--- config.mk ---
export PLATFORM = sky130hd
export DESIGN_NAME = dcs_channel
export DESIGN_NICKNAME = d
export VERILOG_FILES = /design/src/inc/dcs_pkg.sv /design/src/hw/dcs_channel.sv
export SDC_FILE = /design/constraint.sdc
export NUM_CORES = 1
export LEC_CHECK = 0
export BUFFER_PORTS_ARGS = -buffer_cell sky130_fd_sc_hd__buf_2
export CORE_MARGIN = 1.5
export CORE_UTILIZATION = 38
export CTS_BUF_LIST = sky130_fd_sc_hd__clkbuf_8
export CTS_CLUSTER_DIAMETER = 30
export CTS_CLUSTER_SIZE = 14
export DETAILED_ROUTE_END_ITERATION = 7
export GPL_TIMING_DRIVEN = 0
export PLACE_DENSITY = 0.57
export SYNTH_ARGS = -nofsm -noshare
export SYNTH_HDL_FRONTEND = slang
export SYNTH_SLANG_ARGS = --single-unit
--- constraint.sdc ---
create_clock -name clk_sys -period 22 [get_ports clk_sys]
set_input_delay 4.4 -clock clk_sys [delete_from_list [all_inputs] [get_ports clk_sys]]
set_output_delay 4.4 -clock clk_sys [all_outputs]
set_load 0.03 [all_outputs]
--- src/inc/dcs_pkg.sv ---
package dcs_pkg;
    // ********************************
    // register map (word aligned byte offsets)
    // ********************************
    localparam logic [7:0] OFS_CTRL = 8'h00;
    localparam logic [7:0] OFS_STAT = 8'h04;
    localparam logic [7:0] OFS_SRC = 8'h08;
    localparam logic [7:0] OFS_DST = 8'h0c;
    localparam logic [7:0] OFS_CNT = 8'h10;
    localparam logic [7:0] OFS_FC = 8'h14;
    localparam logic [7:0] OFS_HOLD = 8'h18;
    // ********************************
    // control field positions
    // ********************************
    localparam int CB_GO = 0;
    localparam int CB_SINGLE = 1;
    localparam int CB_EXTREQ = 2;
    localparam int CB_BURST = 3;
    localparam int CB_SIDE = 4;
    localparam int CB_SSTEP = 5;
    localparam int CB_DSTEP = 6;
    localparam int CB_SW = 8;
    localparam int CB_DW = 10;
    localparam int CB_FC3 = 12;
    // status bits
    localparam int SB_DONE = 0;
    localparam int SB_EXTDONE = 1;
    localparam int SB_STOP = 2;
    localparam int SB_ERR = 3;
    localparam int SB_BUSY = 4;
    // width encoding: 00 long, 01 byte, 10 word
    localparam logic [1:0] W_LONG = 2'h0;
    localparam logic [1:0] W_BYTE = 2'h1;
    localparam logic [1:0] W_WORD = 2'h2;
    localparam logic [31:0] CTRL_RST = 32'h0000_0000;

    typedef struct packed {
        logic req;
        logic wr;
        logic [31:0] addr;
        logic [3:0] fc;
        logic [1:0] size;
        logic [31:0] wdata;
    } dcs_bus_req_t;

    typedef struct packed {
        logic ackN;
        logic lastN;
        logic lastOe;
    } dcs_hs_t;

    typedef enum logic [2:0] {
        ST_IDLE = 3'b000,
        ST_ARB = 3'b001,
        ST_READ = 3'b010,
        ST_WRITE = 3'b011,
        ST_SINGLE = 3'b100,
        ST_END = 3'b101
    } dcs_state_t;
endpackage : dcs_pkg

--- src/hw/dcs_channel.sv ---
`timescale 1ns/10ps
module dcs_channel
    import dcs_pkg::*;
(
    // clock and reset
    input wire logic clk_sys,
    input wire logic nrst,
    // apb slave
    input wire logic psel,
    input wire logic penable,
    input wire logic pwrite,
    input wire logic [7:0] paddr,
    input wire logic [31:0] pwdata,
    output logic [31:0] prdata,
    output logic pready,
    output logic pslverr,
    // bus arbitration
    output logic busReqN,
    input wire logic busGrantN,
    // system bus master cycle
    output dcs_pkg::dcs_bus_req_t busOut,
    output logic fcBit3,
    input wire logic busDone,
    input wire logic busErr,
    input wire logic [31:0] busRdata,
    // peripheral handshake
    input wire logic transferRequestN,
    output logic transferAckN,
    input wire logic lastTransferNIn,
    output logic lastTransferNOut,
    output logic lastTransferNOe
);
    import dcs_pkg::*;

    // ********************************
    // functions
    // ********************************
    function automatic logic [2:0] wBytes(input logic [1:0] w);
        unique case (w)
            W_BYTE: wBytes = 3'h1;
            W_WORD: wBytes = 3'h2;
            default: wBytes = 3'h4;
        endcase
    endfunction : wBytes

    function automatic logic [31:0] ptrStep(input logic [1:0] w, input logic en);
        ptrStep = en ? {29'h0, wBytes(w)} : 32'h0;
    endfunction : ptrStep
    function automatic logic [31:0] laneOut(input logic [31:0] h, input logic [2:0] i, n, b);
        laneOut = h >> (8 * (n - 3'h1 - i) * b);
    endfunction : laneOut

    // ********************************
    // registers
    // ********************************
    logic [31:0] ctrl_q, srcPtr_q, dstPtr_q, cnt_q, hold_q;
    logic [7:0] fc_q;
    logic [4:0] stat_q;
    dcs_state_t state_q;
    logic [2:0] done_q, need_q;
    logic reqS1_q, reqS2_q, reqS3_q, lastS1_q, lastS2_q, lastPend_q;
    logic [31:0] prdata_q;
    logic pready_q;
    dcs_bus_req_t bus_q;
    logic busReqN_q, fc3_q, ackN_q, lastN_q, lastOe_q;

    // ********************************
    // decode
    // ********************************
    wire apbWr = psel && penable && pwrite && pready_q;
    wire apbSetup = psel && !penable;
    wire goBit = ctrl_q[CB_GO];
    wire singleMode = ctrl_q[CB_SINGLE];
    wire extReq = ctrl_q[CB_EXTREQ] || singleMode;
    wire burstMode = ctrl_q[CB_BURST];
    wire srcSide = ctrl_q[CB_SIDE];
    wire [1:0] srcW = ctrl_q[CB_SW+:2];
    wire [1:0] dstW = ctrl_q[CB_DW+:2];
    wire reqLevel = !reqS2_q;
    wire reqEdge = !reqS2_q && !reqS3_q; // cycle steal: two low samples after a high one
    logic edgeArm_q;
    wire stealHit = reqEdge && edgeArm_q;
    wire reqSeen = burstMode ? reqLevel : stealHit;
    wire startOk = goBit && (!extReq || reqSeen);
    // operand size is the larger width; long encodes as zero
    wire [2:0] sB = wBytes(srcW);
    wire [2:0] dB = wBytes(dstW);
    wire [2:0] opB = (sB > dB) ? sB : dB;
    wire [2:0] rdCycles = opB / sB;
    wire [2:0] wrCycles = opB / dB;
    wire [31:0] opB32 = {29'h0, opB};
    wire cycEnd = busDone || busErr;
    wire hsRead = singleMode ? srcSide : srcSide;
    wire finalOp = (cnt_q <= opB32) || lastPend_q;
    wire [31:0] cntNext = (cnt_q > opB32) ? cnt_q - opB32 : 32'h0;
    wire [31:0] holdNext = (sB == 3'h4) ? busRdata :
        (sB == 3'h2) ? {hold_q[15:0], busRdata[15:0]} : {hold_q[23:0], busRdata[7:0]};
    logic [31:0] rdSel;

    always_comb begin
        unique case (paddr)
            OFS_CTRL: rdSel = ctrl_q;
            OFS_STAT: rdSel = {27'h0, stat_q};
            OFS_SRC: rdSel = srcPtr_q;
            OFS_DST: rdSel = dstPtr_q;
            OFS_CNT: rdSel = cnt_q;
            OFS_FC: rdSel = {24'h0, fc_q};
            OFS_HOLD: rdSel = hold_q;
            default: rdSel = 32'h0;
        endcase
    end

    // ********************************
    // input synchronisers
    // ********************************
    always_ff @(posedge clk_sys) begin
        if (!nrst) begin
            {reqS1_q, reqS2_q, reqS3_q, lastS1_q, lastS2_q} <= 5'h1f;
            edgeArm_q <= 1'b0;
        end else begin
            reqS1_q <= transferRequestN;
            reqS2_q <= reqS1_q;
            reqS3_q <= reqS2_q;
            lastS1_q <= lastTransferNIn;
            lastS2_q <= lastS1_q;
            if (reqS2_q) // re-armed by a high sample; ignored until the channel answers
                edgeArm_q <= 1'b1;
            else if (stealHit && state_q == ST_IDLE)
                edgeArm_q <= 1'b0;
        end
    end

    // ********************************
    // apb slave, zero wait
    // ********************************
    always_ff @(posedge clk_sys) begin
        if (!nrst) begin
            pready_q <= 1'b0;
            prdata_q <= 32'h0;
        end else begin
            pready_q <= apbSetup;
            if (apbSetup)
                prdata_q <= rdSel;
        end
    end

    // ********************************
    // sequencer
    // ********************************
    always_ff @(posedge clk_sys) begin
        if (!nrst) begin
            state_q <= ST_IDLE;
            ctrl_q <= CTRL_RST;
            stat_q <= 5'h0;
            srcPtr_q <= 32'h0;
            dstPtr_q <= 32'h0;
            cnt_q <= 32'h0;
            fc_q <= 8'h0;
            hold_q <= 32'h0;
            done_q <= 3'h0;
            need_q <= 3'h0;
            lastPend_q <= 1'b0;
            bus_q <= '0;
            busReqN_q <= 1'b1;
            fc3_q <= 1'b0;
            ackN_q <= 1'b1;
            lastN_q <= 1'b1;
            lastOe_q <= 1'b0;
        end else begin
            if (apbWr) begin
                unique case (paddr)
                    OFS_CTRL: ctrl_q <= pwdata;
                    OFS_STAT: stat_q <= stat_q & ~pwdata[4:0];
                    OFS_SRC: srcPtr_q <= pwdata;
                    OFS_DST: dstPtr_q <= pwdata;
                    OFS_CNT: cnt_q <= pwdata;
                    OFS_FC: fc_q <= pwdata[7:0];
                    default: ;
                endcase
            end
            // peripheral done during any transfer cycle makes the operand in progress the last
            if (bus_q.req && !lastS2_q)
                lastPend_q <= 1'b1;
            unique case (state_q)
                ST_IDLE: begin
                    stat_q[SB_BUSY] <= 1'b0;
                    if (startOk && cnt_q != 32'h0) begin
                        busReqN_q <= 1'b0;
                        stat_q[SB_BUSY] <= 1'b1;
                        state_q <= ST_ARB;
                    end
                end
                ST_ARB: begin
                    if (!busGrantN) begin
                        done_q <= 3'h0;
                        bus_q.req <= 1'b1;
                        if (singleMode) begin
                            bus_q.wr <= !srcSide;
                            bus_q.addr <= srcSide ? srcPtr_q : dstPtr_q;
                            bus_q.fc <= srcSide ? fc_q[3:0] : fc_q[7:4];
                            bus_q.size <= srcSide ? srcW : dstW;
                            ackN_q <= !extReq;
                            lastN_q <= !(finalOp && extReq);
                            lastOe_q <= finalOp && extReq;
                            state_q <= ST_SINGLE;
                        end else begin
                            bus_q.wr <= 1'b0;
                            bus_q.addr <= srcPtr_q;
                            bus_q.fc <= fc_q[3:0];
                            bus_q.size <= srcW;
                            need_q <= rdCycles;
                            fc3_q <= ctrl_q[CB_FC3];
                            ackN_q <= !(extReq && hsRead);
                            lastN_q <= !(extReq && hsRead && finalOp);
                            lastOe_q <= extReq && hsRead && finalOp;
                            state_q <= ST_READ;
                        end
                    end
                end
                ST_SINGLE: begin
                    if (cycEnd) begin
                        bus_q.req <= 1'b0;
                        ackN_q <= 1'b1;
                        lastN_q <= 1'b1;
                        lastOe_q <= 1'b0;
                        if (srcSide)
                            srcPtr_q <= srcPtr_q + ptrStep(srcW, ctrl_q[CB_SSTEP]);
                        else
                            dstPtr_q <= dstPtr_q + ptrStep(dstW, ctrl_q[CB_DSTEP]);
                        cnt_q <= cntNext;
                        stat_q[SB_ERR] <= busErr;
                        state_q <= ST_END;
                    end
                end
                ST_READ: begin
                    if (cycEnd) begin
                        hold_q <= holdNext;
                        bus_q.addr <= bus_q.addr + {29'h0, sB};
                        done_q <= done_q + 3'h1;
                        if (busErr) begin
                            bus_q.req <= 1'b0;
                            stat_q[SB_ERR] <= 1'b1;
                            state_q <= ST_END;
                        end else if (done_q + 3'h1 == need_q) begin
                            srcPtr_q <= srcPtr_q + (ctrl_q[CB_SSTEP] ? opB32 : 32'h0);
                            done_q <= 3'h0;
                            need_q <= wrCycles;
                            bus_q.wdata <= laneOut(holdNext, 3'h0, wrCycles, dB);
                            bus_q.wr <= 1'b1;
                            bus_q.addr <= dstPtr_q;
                            bus_q.fc <= fc_q[7:4];
                            bus_q.size <= dstW;
                            ackN_q <= !(extReq && !hsRead);
                            lastN_q <= !(extReq && !hsRead && finalOp);
                            lastOe_q <= extReq && !hsRead && finalOp;
                            state_q <= ST_WRITE;
                        end
                    end
                end
                ST_WRITE: begin
                    if (cycEnd) begin
                        bus_q.wdata <= laneOut(hold_q, done_q + 3'h1, wrCycles, dB);
                        bus_q.addr <= bus_q.addr + {29'h0, dB};
                        done_q <= done_q + 3'h1;
                        if (busErr || done_q + 3'h1 == need_q) begin
                            bus_q.req <= 1'b0;
                            fc3_q <= 1'b0;
                            dstPtr_q <= dstPtr_q + (ctrl_q[CB_DSTEP] ? opB32 : 32'h0);
                            cnt_q <= cntNext;
                            stat_q[SB_ERR] <= busErr;
                            state_q <= ST_END;
                        end
                    end
                end
                ST_END: begin
                    ackN_q <= 1'b1;
                    lastN_q <= 1'b1;
                    lastOe_q <= 1'b0;
                    if (stat_q[SB_ERR] || cnt_q == 32'h0 || lastPend_q || !goBit) begin
                        stat_q[SB_DONE] <= !stat_q[SB_ERR] && cnt_q == 32'h0;
                        stat_q[SB_EXTDONE] <= lastPend_q;
                        stat_q[SB_STOP] <= !goBit;
                        ctrl_q[CB_GO] <= 1'b0;
                        lastPend_q <= 1'b0;
                        busReqN_q <= 1'b1;
                        state_q <= ST_IDLE;
                    end else if (!extReq || (burstMode && reqLevel)) begin
                        state_q <= ST_ARB;
                    end else begin
                        busReqN_q <= 1'b1;
                        state_q <= ST_IDLE;
                    end
                end
                default: state_q <= ST_IDLE;
            endcase
        end
    end

    // ********************************
    // outputs
    // ********************************
    assign prdata = prdata_q;
    assign pready = pready_q;
    assign pslverr = 1'b0;
    assign busReqN = busReqN_q;
    assign busOut = bus_q;
    assign fcBit3 = fc3_q;
    assign transferAckN = ackN_q;
    assign lastTransferNOut = lastN_q;
    assign lastTransferNOe = lastOe_q;

    // ********************************
    // checks
    // ********************************
    AST_NO_CYCLE_WITHOUT_GRANT: assert property (@(posedge clk_sys) disable iff (!nrst)
        $rose(bus_q.req) |-> $past(!busGrantN) && !busReqN_q)
        else $error("bus cycle began without grant");
    AST_SINGLE_NEEDS_EXT: assert property (@(posedge clk_sys) disable iff (!nrst)
        (state_q == ST_SINGLE) |-> !ackN_q)
        else $error("single cycle without acknowledge");
    AST_SINGLE_SIDE: assert property (@(posedge clk_sys) disable iff (!nrst)
        (state_q == ST_SINGLE && srcSide) |-> !bus_q.wr)
        else $error("source side single cycle not a read");
    AST_SINGLE_DEST: assert property (@(posedge clk_sys) disable iff (!nrst)
        (state_q == ST_SINGLE && !srcSide) |-> bus_q.wr)
        else $error("dest side single cycle not a write");
    AST_SINGLE_ONE: assert property (@(posedge clk_sys) disable iff (!nrst)
        (state_q == ST_SINGLE && cycEnd) |=> state_q == ST_END && !bus_q.req)
        else $error("single transfer took more than one cycle");
    AST_READ_THEN_WRITE: assert property (@(posedge clk_sys) disable iff (!nrst)
        (state_q == ST_WRITE) |-> $past(state_q == ST_READ) || $past(state_q == ST_WRITE))
        else $error("write without preceding read");
    AST_FC3_HELD: assert property (@(posedge clk_sys) disable iff (!nrst)
        (state_q == ST_READ && fc3_q) ##1 (state_q == ST_WRITE) |-> fc3_q)
        else $error("fc3 dropped between read and write");
    AST_IDLE_NO_REQ: assert property (@(posedge clk_sys) disable iff (!nrst)
        (state_q == ST_IDLE && !goBit) |=> busReqN_q)
        else $error("bus requested while stopped");
    AST_DONE_SET: assert property (@(posedge clk_sys) disable iff (!nrst)
        (state_q == ST_END && !stat_q[SB_ERR] && cnt_q == 32'h0) |=> stat_q[SB_DONE])
        else $error("done status missing at zero count");
endmodule : dcs_channel

==> metrics.cfg <==
[power_and_ir_drop]
p_per_area_nw_per_um2 = 60.3
leakagePower_uw = 0.00989
ir_drop_uv = 52.1

[placement]
portBuffers = 189
dp_hpwl_um = 98500
gp_congestion = 1.03

[status]
status = finished, violations left
failed_checks = max-capacitance violations, max-slew violations

[critical_path]
rr_worst_depth = 39
path_class = flop to flop
rrSetupSlack_ns = 9.24
required_ns = 22.64
cpMostUsedCell = ha_1
setup.worst_path.end = busOut[15]
max_stage_delay_ns = 0.89
r2r_start = ctrl_q[10]
critPathLaunchType = flop
worst-path-buf-inv = 7
end_kind = flop
cp_slowest_cell = nor3_1
critPathArrivalTime_ns = 13.40
crit_family = adder cells
critPathMaxFanout = 10
regToRegEndpoint = busOut[15]
crit_cells = 39
startpoint = ctrl_q[10]

[synth]
async_reset_ff_frac = 0
synth_edf_count = 0
synthFlopType = dfxtp_1
yosysWarnings = 0
syn_area_um2 = 22300
synthCells = 2956
yosysTopAreaCell = dfxtp_1
ys_types = 103
synth_seq_cells = 299
ys_top_cells_by_area = dfxtp_1 (27%), a21oi_1 (6.4%), nand2_1 (6.3%), mux2i_1 (4.7%), nor2_1 (4.4%)
syn_avg_cell_area_um2 = 7.55
synth_nets = 3123
synth-seq-area-share = 0.268
yosysTopAreaCellShare = 0.268

[drt]
initialDrtViolationCount = 3642
ant_nets = 0
wl_per_cell_um = 31.2
routed_wl_um = 127000
num_vias = 26700
firstDrtPassIters = 8
drc = 0
viasPerCell = 6.53

[sta]
tightest_slew_ns = 1.51
rsz0062_at_grt = no
timing.fmax_mhz = 78.4
slew_viol_final = 11
period_share = 0.580
setup_tns_ns = 0
hold_viol = 0
timing.slew.headroom = -0.00474
skew_ns = 0.0602
layout_min_cycle_time_ns = 12.76
setup_viol = 0

[floorplan]
design.die.area_um2 = 60200
die_y_um = 245
pin_count = 193
core_um2 = 57900
start_util = 0.385
fp.dieW_um = 245
rows = 88

[cells_and_area]
multi_input_area_um2 = 15200
fillers = 6045
final_util = 0.458
fin_nets = 3415
layout-drive-gt1-share = 0.141
mostFrequentLayoutCells = nand2_1 (374), dfxtp_1 (299), a21oi_1 (287)
seqCellArea_um2 = 5990
final_common_cell = nand2_1
syn_to_final_growth_pct = 18.8

[clocking]
postCtsSetupBuffers = 0
cts_hold_buf = 0
clock_latency_ns = 0.73
cts_max_level = 3
cts_root_buffer = clkbuf_8
cts-resized-gates = 0
cts.sinks = 299
clk_pin_slew_worst_paths_ns = 0.06
cts_tree = built
cts_buffer_depth = 3
cts_buffers = 95

[global_routing]
grt_max_degree = 15
grt.total_usage = 0.411
grt_pass1_vias = 24700
overflow = 0
grt_pass1_wl_um = 179000
antenna_found_initial = 3

[hold_path]
hold_path_class = flop to flop
min_path_cells = 1

[flow_run]
cap_violations = 1

-- Yosys cell counts, drive strengths merged (22+ instances only) --
| library cell | instances |
|---|---|
| a211oi | 34 |
| a21o | 26 |
| a21oi | 288 |
| a221oi | 40 |
| a22oi | 70 |
| a31oi | 43 |
| a32oi | 22 |
| and2 | 25 |
| buf | 37 |
| clkbuf | 201 |
| dfxtp | 299 |
| fa | 31 |
| ha | 54 |
| inv | 63 |
| mux2 | 31 |
| mux2i | 104 |
| nand2 | 374 |
| nand2b | 31 |
| nand3 | 85 |
| nand4 | 62 |
| nor2 | 264 |
| nor3 | 74 |
| nor4 | 46 |
| o211ai | 24 |
| o21ai | 148 |
| o22ai | 50 |
| or3 | 24 |
| xnor2 | 50 |
| xor2 | 31 |
-- sequential cells by signal, indices dropped and copies added, names as in the netlist, 5 cells and up --
| register | flops |
|---|---|
| cnt_q | 32 |
| fc_q | 8 |
| hold_q | 32 |
| stat_q | 5 |
| prdata | 32 |
| srcPtr_q | 32 |
| dstPtr_q | 32 |
| ctrl_q | 32 |
| busOut | 72 |
-- power by group --
part | internal (uW) | switching (uW)
combinational | 15.0 | 60.1
sequential | 543 | 0.335
clock | 624 | 356
total | 1180 | 416
-- logic make-up after synthesis --
logic type,after synthesis,share of synthesized area
muxes,143,0.0703
buffers and inverters,305,0.0544
xor gates and xnor gates,83,0.0339
AOI/OAI and AO/OA,926,0.273
other,1,0.000168
and+or+nand+nor,1114,0.242
DFF,299,0.268
adders and majority gates,85,0.0581
-- how the worst min path moves through the flow --
stage | from | end
2_1_floorplan | lastS1_q | lastS2_q
3_3_place_gp | lastS1_q | lastS2_q
3_5_place_dp | lastS1_q | lastS2_q
4_1_cts | lastS1_q | lastS2_q
5_1_grt | lastS1_q | lastS2_q
6_report | lastS1_q | lastS2_q
-- per-stage QoR --
step           instances  hold WS (ns)  total power, uW  setup slack, ns  area (um^2)
2_1_floorplan       2956         0.386              580            12.90        22300
3_3_place_gp        3910         0.395              625             9.82        24200
3_5_place_dp        3914         0.397              625             9.76        24300
4_1_cts             4080         0.413             1600             9.72        26500
5_1_grt             4083         0.416             1630             8.74        26500
6_report            4083         0.412             1600             9.24        26500
-- area by class of cell --
cell class,instances,area share
tap,765,0.0361
sequential,299,0.226
buffer,239,0.0365
inverter,66,0.00934
timing repair buffer,195,0.0374
antenna,1,0.0000943
clock buffer,107,0.0555
multi-input combinational,2352,0.572
clock inverter,59,0.0276
-- per-layer routing --
metal | vias up | track usage | wire length, um
met1 | 12900 | 0.527 | 51100
li1 | 11600 | - | -
met2 | 1703 | 0.623 | 54300
met3 | 385 | 0.0960 | 13400
met4 | 2 | 0.250 | 8600
met5 | - | 0 | 13
No activity file was read; power rests on OpenSTA's default activity.
